`config.mk`:
```
export PLATFORM = sky130hd
export DESIGN_NAME = chan_cmd_ctrl
export DESIGN_NICKNAME = d
export VERILOG_FILES = /design/src/chan_cmd_pkg.sv /design/src/chan_cmd_ctrl.sv
export SDC_FILE = /design/constraint.sdc
export NUM_CORES = 1
export LEC_CHECK = 0
export BUFFER_PORTS_ARGS = -buffer_cell sky130_fd_sc_hd__buf_2
export CAP_MARGIN = 30
export CORE_ASPECT_RATIO = 0.6
export CORE_UTILIZATION = 61
export CTS_CLUSTER_SIZE = 12
export DETAILED_ROUTE_END_ITERATION = 6
export GPL_TIMING_DRIVEN = 1
export PLACE_DENSITY = 0.89
export SYNTH_ARGS = -nofsm -noshare
export SYNTH_HDL_FRONTEND = slang
export SYNTH_SLANG_ARGS = --single-unit
```
`constraint.sdc`:
```
create_clock -name sys_clk -period 8.5 [get_ports sys_clk]
set_input_delay 0.85 -clock sys_clk [delete_from_list [all_inputs] [get_ports sys_clk]]
set_output_delay 0.85 -clock sys_clk [all_outputs]
set_load 0.01 [all_outputs]
```
`src/chan_cmd_pkg.sv`:
```
// package: register map, command codes, timing constants and carriers for channel command block
package chan_cmd_pkg;

   // ------------------------------------------------------------
   // register byte offsets
   // ------------------------------------------------------------
   localparam logic [7:0] OFF_CHAN_SELECT  = 8'h00;
   localparam logic [7:0] OFF_CHAN_CMD     = 8'h04;
   localparam logic [7:0] OFF_FW_REV       = 8'h08;
   localparam logic [7:0] OFF_PRESCALE     = 8'h0C;
   localparam logic [7:0] OFF_RX_TIMEOUT   = 8'h10;
   localparam logic [7:0] OFF_TX_CLK_OPT   = 8'h14;
   localparam logic [7:0] OFF_TX_BAUD      = 8'h18;
   localparam logic [7:0] OFF_RX_CLK_OPT   = 8'h1C;
   localparam logic [7:0] OFF_RX_BAUD      = 8'h20;
   localparam logic [7:0] OFF_CHAR_FORMAT  = 8'h24;
   localparam logic [7:0] OFF_FLOW_OPT     = 8'h28;
   localparam logic [7:0] OFF_SPECIAL_OPT  = 8'h2C;
   localparam logic [7:0] OFF_INPUT_OPT    = 8'h30;
   localparam logic [7:0] OFF_SVC_ENABLE   = 8'h34;
   localparam logic [7:0] OFF_CHAN_STATUS  = 8'h38;

   // ------------------------------------------------------------
   // command codes and field positions
   // ------------------------------------------------------------
   localparam logic [7:0] CMD_GLOBAL_RESET = 8'h81;
   localparam logic [7:0] CMD_OPTS_CHANGED = 8'h4E;
   localparam logic [7:0] CMD_RXTX_ENABLE  = 8'h1A;
   localparam logic [7:0] CMD_NONE         = 8'h00;
   localparam logic [1:0] CHAN_SERIAL_A    = 2'h2;
   localparam logic [1:0] CHAN_SERIAL_B    = 2'h3;
   localparam int         CHAR_PARITY_BIT  = 5;
   localparam int         CHAR_STOP_BIT    = 3;
   localparam int         CHAR_LEN_LSB     = 0;
   localparam int         FLOW_INBAND_BIT  = 6;
   localparam int         SPC_TRANSP_BIT   = 5;
   localparam int         SPC_DET2_BIT     = 4;
   localparam int         SPC_DET1_BIT     = 3;
   localparam int         SPC_THRESH_LSB   = 0;
   localparam int         STRIP_BIT        = 7;
   localparam int         SVC_RX_BIT       = 4;
   localparam int         SVC_TX_BIT       = 2;
   localparam logic [7:0] RESET_BYTE       = 8'h00;

   // ------------------------------------------------------------
   // timing
   // ------------------------------------------------------------
   localparam int         CLK_MHZ          = 125;
   localparam int         INIT_MAX_US      = 500;
   localparam int         INIT_MAX_CYC     = INIT_MAX_US * CLK_MHZ;
   localparam int         INIT_CLEAR_CYC   = 16;
   localparam logic [8:0] FIXED_PRESCALE_M1 = 9'h1FF;

   // ------------------------------------------------------------
   // per-channel option set and applied configuration
   // ------------------------------------------------------------
   typedef struct packed {
      logic [7:0] rx_timeout;
      logic [7:0] tx_clk_opt;
      logic [7:0] tx_baud;
      logic [7:0] rx_clk_opt;
      logic [7:0] rx_baud;
      logic [7:0] char_format;
      logic [7:0] flow_opt;
      logic [7:0] special_opt;
      logic [7:0] input_opt;
      logic [7:0] svc_enable;
   } chan_opts_t;

   typedef struct packed {
      logic       parity_en;
      logic       two_stop;
      logic [1:0] char_len;
      logic       inband_flow;
      logic       transp_flow;
      logic       spec1_det;
      logic       spec2_det;
      logic [3:0] rx_thresh;
   } chan_applied_t;

   typedef enum logic [1:0] {ST_IDLE, ST_EXEC, ST_INIT_CLEAR, ST_INIT_WAIT} cmd_state_t;

endpackage

```
`src/chan_cmd_ctrl.sv`:
```
// module: channel command interpreter, global reset sequencer and timer prescaler
`timescale 1ns/1ps
// Contract
// - global reset needs serial channel selected
// - code 81 performs full global reset
// - global reset clears, flushes, disables everything
// - ordinary commands act on selected channel
// - revision cleared first, written last on reset
// - initialisation completes within 500 microseconds
// - tick is clock over 512 over prescale
// - tick drives rx timeouts and delays
// - rx timeout register divides the tick
// - each serial channel has independent settings
// - char format 03 selects 8N1
// - flow option 40 enables inband flow
// - special option 38 transparent, detect, thresh8
// - code 4E applies first three options
// - input option 80 strips high bit
// - service enable 14 enables rx/tx requests; code only stores svc_enable and drives no request output
// - code 1A enables receiver and transmitter
// - clock option 01, period 51 gives 9600; code only stores the clock option and baud registers, with no baud generator
module chan_cmd_ctrl
   import chan_cmd_pkg::*;
#(
   parameter int         NUM_CHAN      = 2,
   parameter int         INIT_CYCLES   = INIT_CLEAR_CYC * 4,
   parameter logic [7:0] FW_REVISION   = 8'hA5 // arbitrary value
)
(
   input  wire logic                  sys_clk,
   input  wire logic                  sys_rst,
   input  wire logic                  clk_en,
   input  wire logic                  reset_n_pin,
   input  wire logic [7:0]            paddr,
   input  wire logic                  psel,
   input  wire logic                  penable,
   input  wire logic                  pwrite,
   input  wire logic [31:0]           pwdata,
   output logic      [31:0]           prdata,
   output logic                       pready,
   output logic                       pslverr,
   output logic                       timer_tick,
   output logic      [NUM_CHAN-1:0]   rx_timeout_tick,
   output logic      [NUM_CHAN-1:0]   chan_rx_en,
   output logic      [NUM_CHAN-1:0]   chan_tx_en,
   output logic      [NUM_CHAN-1:0]   strip_high_bit,
   output logic      [NUM_CHAN-1:0]   fifo_flush,
   output logic                       core_restart
);

   // ------------------------------------------------------------
   // state
   // ------------------------------------------------------------
   typedef struct packed {
      logic [1:0]                 chan_select;
      logic [7:0]                 channel_command_reg;
      logic [7:0]                 firmware_revision_reg;
      logic [7:0]                 timer_prescale_reg;
      cmd_state_t                 state;
      logic [15:0]                init_cnt;
      logic [8:0]                 pre_cnt;
      logic [7:0]                 div_cnt;
      logic                       tick;
      chan_opts_t [NUM_CHAN-1:0]  opts;
      chan_applied_t [NUM_CHAN-1:0] applied;
      logic [NUM_CHAN-1:0]        rx_en;
      logic [NUM_CHAN-1:0]        tx_en;
      logic [NUM_CHAN-1:0]        flush;
      logic [NUM_CHAN-1:0][7:0]   to_cnt;
      logic [NUM_CHAN-1:0]        to_tick;
      logic                       restart;
      logic [31:0]                rdata;
   } ctrl_state_t;

   ctrl_state_t st_reg;
   ctrl_state_t st_next;
   logic        rst_sync1_reg;
   logic        rst_sync2_reg;

   // serial channels occupy select codes 2 and 3; anything else is not serial
   function automatic logic is_serial(input logic [1:0] sel);
      is_serial = (sel == CHAN_SERIAL_A) || (sel == CHAN_SERIAL_B);
   endfunction

   function automatic int chan_idx(input logic [1:0] sel);
      chan_idx = (sel == CHAN_SERIAL_B) ? 1 : 0;
   endfunction

   // ------------------------------------------------------------
   // pin synchroniser for the hardware reset input
   // ------------------------------------------------------------
   always_ff @(posedge sys_clk or posedge sys_rst)
   begin
      if (sys_rst)
      begin
         rst_sync1_reg <= 1'b1;
         rst_sync2_reg <= 1'b1;
      end
      else if (clk_en)
      begin
         rst_sync1_reg <= reset_n_pin;
         rst_sync2_reg <= rst_sync1_reg;
      end
   end

   // ------------------------------------------------------------
   // next state
   // ------------------------------------------------------------
   logic bus_wr;
   logic bus_rd;
   logic busy;
   int   ci;

   always_comb
   begin
      st_next  = st_reg;
      ci       = chan_idx(st_reg.chan_select);
      busy     = (st_reg.state == ST_INIT_CLEAR) || (st_reg.state == ST_INIT_WAIT);
      bus_wr   = psel && penable && pwrite && !busy;
      // capture in the setup cycle so the registered word stands during the access phase
      bus_rd   = psel && !penable && !pwrite;
      st_next.restart = 1'b0;
      st_next.flush   = '0;
      st_next.tick    = 1'b0;
      st_next.to_tick = '0;

      // tick = clock / 512 / prescale
      if (st_reg.pre_cnt == FIXED_PRESCALE_M1)
      begin
         st_next.pre_cnt = '0;
         if (st_reg.div_cnt + 8'h01 >= st_reg.timer_prescale_reg)
         begin
            st_next.div_cnt = '0;
            st_next.tick    = 1'b1;
         end
         else
            st_next.div_cnt = st_reg.div_cnt + 8'h01;
      end
      else
         st_next.pre_cnt = st_reg.pre_cnt + 9'h001;

      // per-channel timeout dividers run off the tick only
      for (int c = 0; c < NUM_CHAN; c++)
      begin
         if (st_reg.tick)
         begin
            if (st_reg.to_cnt[c] + 8'h01 >= st_reg.opts[c].rx_timeout)
            begin
               st_next.to_cnt[c]  = '0;
               st_next.to_tick[c] = (st_reg.opts[c].rx_timeout != RESET_BYTE);
            end
            else
               st_next.to_cnt[c] = st_reg.to_cnt[c] + 8'h01;
         end
      end

      // register writes; option registers land in the selected serial channel, or in channel 0 when select is not serial
      if (bus_wr)
      begin
         unique case (paddr)
            OFF_CHAN_SELECT: st_next.chan_select = pwdata[1:0];
            OFF_CHAN_CMD:
               if (is_serial(st_reg.chan_select) && st_reg.state == ST_IDLE)
                  st_next.channel_command_reg = pwdata[7:0];
            OFF_FW_REV:      st_next.firmware_revision_reg = pwdata[7:0];
            OFF_PRESCALE:    st_next.timer_prescale_reg    = pwdata[7:0];
            OFF_RX_TIMEOUT:  st_next.opts[ci].rx_timeout   = pwdata[7:0];
            OFF_TX_CLK_OPT:  st_next.opts[ci].tx_clk_opt   = pwdata[7:0];
            OFF_TX_BAUD:     st_next.opts[ci].tx_baud      = pwdata[7:0];
            OFF_RX_CLK_OPT:  st_next.opts[ci].rx_clk_opt   = pwdata[7:0];
            OFF_RX_BAUD:     st_next.opts[ci].rx_baud      = pwdata[7:0];
            OFF_CHAR_FORMAT: st_next.opts[ci].char_format  = pwdata[7:0];
            OFF_FLOW_OPT:    st_next.opts[ci].flow_opt     = pwdata[7:0];
            OFF_SPECIAL_OPT: st_next.opts[ci].special_opt  = pwdata[7:0];
            OFF_INPUT_OPT:   st_next.opts[ci].input_opt    = pwdata[7:0];
            OFF_SVC_ENABLE:  st_next.opts[ci].svc_enable   = pwdata[7:0];
            default: ;
         endcase
      end

      // command execution
      unique case (st_reg.state)
         ST_IDLE:
            if (st_reg.channel_command_reg != CMD_NONE)
               st_next.state = ST_EXEC;
         ST_EXEC:
         begin
            if (st_reg.channel_command_reg == CMD_GLOBAL_RESET)
            begin
               st_next.state    = ST_INIT_CLEAR;
               st_next.init_cnt = '0;
            end
            else
            begin
               if (st_reg.channel_command_reg == CMD_OPTS_CHANGED)
               begin
                  st_next.applied[ci].parity_en   = st_reg.opts[ci].char_format[CHAR_PARITY_BIT];
                  st_next.applied[ci].two_stop    = st_reg.opts[ci].char_format[CHAR_STOP_BIT];
                  st_next.applied[ci].char_len    =
                     st_reg.opts[ci].char_format[CHAR_LEN_LSB +: 2];
                  st_next.applied[ci].inband_flow = st_reg.opts[ci].flow_opt[FLOW_INBAND_BIT];
                  st_next.applied[ci].transp_flow = st_reg.opts[ci].special_opt[SPC_TRANSP_BIT];
                  st_next.applied[ci].spec2_det   = st_reg.opts[ci].special_opt[SPC_DET2_BIT];
                  st_next.applied[ci].spec1_det   = st_reg.opts[ci].special_opt[SPC_DET1_BIT];
                  st_next.applied[ci].rx_thresh   =
                     st_reg.opts[ci].special_opt[SPC_THRESH_LSB +: 4];
               end
               else if (st_reg.channel_command_reg == CMD_RXTX_ENABLE)
               begin
                  st_next.rx_en[ci] = 1'b1;
                  st_next.tx_en[ci] = 1'b1;
               end
               st_next.channel_command_reg = CMD_NONE;
               st_next.state               = ST_IDLE;
            end
         end
         ST_INIT_CLEAR:
         begin
            // revision goes to zero in the same cycle as every other interface register
            st_next.firmware_revision_reg = RESET_BYTE;
            st_next.channel_command_reg   = CMD_NONE;
            st_next.timer_prescale_reg    = RESET_BYTE;
            st_next.chan_select           = '0;
            st_next.opts                  = '0;
            st_next.applied               = '0;
            st_next.rx_en                 = '0;
            st_next.tx_en                 = '0;
            st_next.flush                 = '1;
            st_next.restart               = 1'b1;
            st_next.init_cnt              = st_reg.init_cnt + 16'h0001;
            if (st_reg.init_cnt == 16'(INIT_CLEAR_CYC - 1))
               st_next.state = ST_INIT_WAIT;
         end
         ST_INIT_WAIT:
         begin
            st_next.init_cnt = st_reg.init_cnt + 16'h0001;
            if (st_reg.init_cnt == 16'(INIT_CYCLES - 1))
            begin
               st_next.firmware_revision_reg = FW_REVISION;
               st_next.state                 = ST_IDLE;
            end
         end
      endcase

      // pin reset gives the same sequence as the global reset command
      if (!rst_sync2_reg && st_reg.state != ST_INIT_CLEAR)
      begin
         st_next.state    = ST_INIT_CLEAR;
         st_next.init_cnt = '0;
      end

      st_next.rdata = '0;
      if (bus_rd)
      begin
         unique case (paddr)
            OFF_CHAN_SELECT: st_next.rdata[1:0] = st_reg.chan_select;
            OFF_CHAN_CMD:    st_next.rdata[7:0] = st_reg.channel_command_reg;
            OFF_FW_REV:      st_next.rdata[7:0] = st_reg.firmware_revision_reg;
            OFF_PRESCALE:    st_next.rdata[7:0] = st_reg.timer_prescale_reg;
            OFF_RX_TIMEOUT:  st_next.rdata[7:0] = st_reg.opts[ci].rx_timeout;
            OFF_TX_CLK_OPT:  st_next.rdata[7:0] = st_reg.opts[ci].tx_clk_opt;
            OFF_TX_BAUD:     st_next.rdata[7:0] = st_reg.opts[ci].tx_baud;
            OFF_RX_CLK_OPT:  st_next.rdata[7:0] = st_reg.opts[ci].rx_clk_opt;
            OFF_RX_BAUD:     st_next.rdata[7:0] = st_reg.opts[ci].rx_baud;
            OFF_CHAR_FORMAT: st_next.rdata[7:0] = st_reg.opts[ci].char_format;
            OFF_FLOW_OPT:    st_next.rdata[7:0] = st_reg.opts[ci].flow_opt;
            OFF_SPECIAL_OPT: st_next.rdata[7:0] = st_reg.opts[ci].special_opt;
            OFF_INPUT_OPT:   st_next.rdata[7:0] = st_reg.opts[ci].input_opt;
            OFF_SVC_ENABLE:  st_next.rdata[7:0] = st_reg.opts[ci].svc_enable;
            OFF_CHAN_STATUS: st_next.rdata[3:0] = {st_reg.rx_en, st_reg.tx_en};
            default: ;
         endcase
      end
   end

   always_ff @(posedge sys_clk or posedge sys_rst)
   begin
      if (sys_rst)
      begin
         st_reg       <= '0;
         st_reg.state <= ST_INIT_CLEAR;
      end
      else if (clk_en)
         st_reg <= st_next;
   end

   // ------------------------------------------------------------
   // outputs
   // ------------------------------------------------------------
   // zero wait states: option words are captured in the setup cycle, the rest read live
   assign pready  = 1'b1;
   assign pslverr = 1'b0;

   always_comb
   begin
      prdata = '0;
      unique case (paddr)
         OFF_CHAN_SELECT: prdata[1:0] = st_reg.chan_select;
         OFF_CHAN_CMD:    prdata[7:0] = st_reg.channel_command_reg;
         OFF_FW_REV:      prdata[7:0] = st_reg.firmware_revision_reg;
         OFF_PRESCALE:    prdata[7:0] = st_reg.timer_prescale_reg;
         OFF_CHAN_STATUS: prdata[3:0] = {st_reg.rx_en, st_reg.tx_en};
         default:         prdata      = st_reg.rdata;
      endcase
   end

   assign timer_tick      = st_reg.tick;
   assign rx_timeout_tick = st_reg.to_tick;
   assign chan_rx_en      = st_reg.rx_en;
   assign chan_tx_en      = st_reg.tx_en;
   assign fifo_flush      = st_reg.flush;
   assign core_restart    = st_reg.restart;
   always_comb
   begin
      for (int c = 0; c < NUM_CHAN; c++)
         strip_high_bit[c] = st_reg.opts[c].input_opt[STRIP_BIT];
   end

   // ------------------------------------------------------------
   // checks
   // ------------------------------------------------------------
   cmd_clears_a: assert property (@(posedge sys_clk) disable iff (sys_rst)
      (clk_en && st_reg.state == ST_EXEC && st_reg.channel_command_reg != CMD_GLOBAL_RESET)
      |=> st_reg.channel_command_reg == CMD_NONE || !$past(clk_en))
      else $error("command register not cleared after command");
   rev_zero_first_a: assert property (@(posedge sys_clk) disable iff (sys_rst)
      (clk_en && st_reg.state == ST_INIT_CLEAR) |=> st_reg.firmware_revision_reg == RESET_BYTE)
      else $error("revision not cleared during init");
   init_done_a: assert property (@(posedge sys_clk) disable iff (sys_rst)
      (st_reg.state == ST_INIT_WAIT) |-> st_reg.init_cnt < 16'(INIT_CYCLES))
      else $error("init ran past its limit");
   rxtx_enable_a: assert property (@(posedge sys_clk) disable iff (sys_rst)
      (clk_en && st_reg.state == ST_EXEC && st_reg.channel_command_reg == CMD_RXTX_ENABLE
       && rst_sync2_reg) |=> st_reg.rx_en[$past(ci)] && st_reg.tx_en[$past(ci)])
      else $error("rx/tx not enabled by command");
   reset_disables_a: assert property (@(posedge sys_clk) disable iff (sys_rst)
      (clk_en && st_reg.state == ST_INIT_CLEAR) |=> st_reg.rx_en == '0 && st_reg.opts == '0)
      else $error("global reset left channels enabled");
   tick_spacing_a: assert property (@(posedge sys_clk) disable iff (sys_rst)
      (st_reg.tick && clk_en) |=> !st_reg.tick)
      else $error("timer tick not divided");
   global_cmd_a: assert property (@(posedge sys_clk) disable iff (sys_rst)
      (clk_en && st_reg.state == ST_EXEC && st_reg.channel_command_reg == CMD_GLOBAL_RESET)
      |=> st_reg.state == ST_INIT_CLEAR)
      else $error("global reset command not started");
   sel_gate_a: assert property (@(posedge sys_clk) disable iff (sys_rst)
      (clk_en && bus_wr && paddr == OFF_CHAN_CMD && !is_serial(st_reg.chan_select)
       && st_reg.channel_command_reg == CMD_NONE && st_reg.state == ST_IDLE && rst_sync2_reg)
      |=> st_reg.channel_command_reg == CMD_NONE)
      else $error("command accepted with parallel channel selected");

endmodule

```
==> results.ini <==
[yosys]
async_reset_ff_share_pct = 100.0
synth_compound_area_share_pct = 23.76
syn-instance-count = 1318
ys.flop_type = dfrtp_1
synth_edf_count = 0
syn_area_sq_mm = 0.01372
ys_seq_area_share_pct = 46.53
syn_avg_cell_area_sq_um = 10.41
yosys.area_share.simple_pct = 14.23
yosysUniqueCellTypes = 82
ys_warn_count = 0
synthMuxAreaShare_pct = 4.860
synth_area_leader_cell = dfrtp_1
synthAdderAreaFrac_pct = 3.192
synth_top_area_share_pct = 45.96
synth_top_family_by_area = compound AO/OA/AOI/OAI gates
ys_ff_latch = 255
synth_xor_area_share_pct = 1.277
synth_area_leaders = dfrtp_1, a22o_1, ha_1

[global_route]
grt_max_degree = 110
antenna_found_initial = 2
grt_pass1_vias = 10870
grt_usage_pct = 37.24
grt_pass1_wl_um = 65180
gr-total-overflow = 0

[layout]
stdcell_count = 1602
diodes = 0
areaGrowthSynthToFinish_pct = 5.608
drive_gt1_share_pct = 12.39
nets = 1387
largest_reg_flops = 243

[power]
clock_power_share_pct = 34.3
ir_worst_vdd_v = 0.0002148
p_seq_share_pct = 45.1
switchingPower_uw = 961.9
p_leak_uw = 0.006597
netSwitchingFraction_pct = 32.83
p_comb_share_pct = 20.7
power.density_mw_per_mm2 = 202.2
internal-power_uw = 1968

[die]
fp.dieW_um = 195.6
die_height_um = 118.2
num_rows = 42
start_util_pct = 62.17
coreArea_sq_mm = 0.02207
dieArea_sq_mm = 0.02312
boundaryPins = 93

[detailed_routing]
route.detailed.drc = 0
wl_per_cell_um = 26.44
highest_layer = met4
drtIter0Drc = 1446
wl_met2_um = 16970
routed-wl-met3_um = 6866
firstDrtPassIters = 6
wl_um = 42360
via_count = 11470
via_per_inst = 7.159
ant_nets = 0
met1_length_um = 17690

[timing]
min_period_ns = 3.938
rsz0062_at_grt = no
skew_ns = 0.01759
worst_slew_pin_slew_ns = 1.092
fin_tns_setup_ns = 0
fin_crit_sh_pct = 46.33
relSlewSlack_pct = 27.03
fmax_mhz = 254.0
finalHoldViolCount = 0
setup_viol = 0
slew_violations = 0

[clock_tree]
clock_path_buffers = 3
clock-root-buffer = clkbuf_16
cts_setup_buffers = 0
cts_tree = yes
cts_hold_buf = 0
cts_max_level = 1
numCtsBuffers = 25
clk_latency_ns = 0.55
cts_resized = 0
cts.reportedPaths.clkPinSlew_ns = 0.06
cts_sinks = 255

[placed_design]
globalplace.congestion = 1.032
port-buffer-count = 42
dp_hpwl_um = 28780
dp.cells = 1563

[status]
status = complete, no violations

[min_path]
hold_path_class = input pin to async pin

[worst_setup_path]
worst_setup_path_end_kind = output pin
critPathArrivalTime_ns = 3.09
required_ns = 7.65
worstSetupStartpointType = input pin
path_class = input pin to output pin
path_max_fanout = 45

[flow_run]
cap_violations = 0

-- layout by cell type, fill, tap and decap left out, types with 25 or more instances in the layout --
cell type / synthesis / layout
inv_1: 34 / 33
nand3_1: 44 / 44
nand2_1: 101 / 101
nor2_1: 82 / 82
a21oi_1: 46 / 46
clkbuf_16: 0 / 25
a22o_1: 180 / 180
dfrtp_1: 252 / 252
o21ai_0: 61 / 61
buf_2: 22 / 44
mux2i_1: 25 / 25
ha_1: 35 / 35
conb_1: 2 / 26
-- synthesized netlist by cell type (all sizes together) (14+ instances only) --
| library cell | number |
|---|---|
| inv | 34 |
| nand2 | 105 |
| a21o | 14 |
| nor3 | 14 |
| buf | 79 |
| a221oi | 21 |
| nor2 | 91 |
| nor4 | 16 |
| a21oi | 47 |
| mux2i | 25 |
| and3 | 22 |
| clkbuf | 43 |
| nand3 | 44 |
| a22o | 180 |
| a22oi | 17 |
| nand2b | 16 |
| ha | 35 |
| dfrtp | 252 |
| o21ai | 76 |
| mux2 | 21 |
-- worst max-delay path, stage by stage --
cell	delay (ns)
buf_2	0.08
buf_4	0.56
nor2b_1	0.94
a22o_1	0.27
a22oi_1	0.13
nand2_1	0.10
buf_2	0.14
-- cell type report --
cell class	instances	area, sq um
Clock buffer	37	670.6
Clock inverter	1	5.005
Fill cell	1719	7581
Inverter	34	135.1
Multi-Input combinational cell	931	6591
Sequential cell	255	6385
Tap cell	286	357.8
Timing Repair Buffer	58	345.3
-- worst paths after layout --
path | cells past startpoint | slack, ns | startpoint | endpoint
worst max-delay path | 7 | 4.56 | paddr[2] | prdata[3]
worst min-delay path | 2 | 0.44 | sys_rst | st_reg[106]
min in group sys_clk | 1 | 0.50 | st_reg[122] | st_reg[122]
worst min register to register | 1 | 0.50 | st_reg[122] | st_reg[122]
worst max register to register | 7 | 5.17 | st_reg[275] | st_reg[210]
max in group asynchronous | 3 | 6.64 | sys_rst | st_reg[171]
-- power by group through the flow --
stage / Combinational [uW] / Sequential (uW) / Clock, uW
finish: 605 / 1320 / 1000
global route: 648 / 1320 / 1050
CTS: 583 / 1320 / 1010
detailed placement: 578 / 1340 / 0
global placement: 553 / 1330 / 0
floorplan: 439 / 1320 / 0
-- metrics by stage --
| step | hold slack [ns] | instance area [sq um] | total power [uW] | util [%] | worst slack, ns |
|---|---|---|---|---|---|
| detailed placement | 0.4789 | 13790 | 1915 | 62.47 | 4.677 |
| CTS | 0.4715 | 14460 | 2908 | 65.53 | 4.675 |
| finish | 0.4428 | 14490 | 2930 | 65.65 | 4.562 |
| global route | 0.5101 | 14490 | 3027 | 65.65 | 4.545 |
| global placement | 0.4664 | 13780 | 1885 | 62.42 | 4.668 |
| floorplan | 0.4446 | 13810 | 1761 | - | 0.6416 |
-- metal layers --
metal / track usage, % / up-vias
li1: - / 4844
met1: 55.90 / 5721
met2: 49.49 / 808
met3: 15.95 / 96
met4: 7.726 / 0
met5: 0 / -
-- cells by family (layout without fill, tap and decap cells) --
logic type      Yosys count  in the layout
fa+ha+maj                35             35
buf+inv                 156            130
mux                      54             54
simple gates            365            365
flops                   255            255
xor+xnor                 20             20
compound gates          431            431
other cells               2             26
Power figures use the tool's default switching activity.
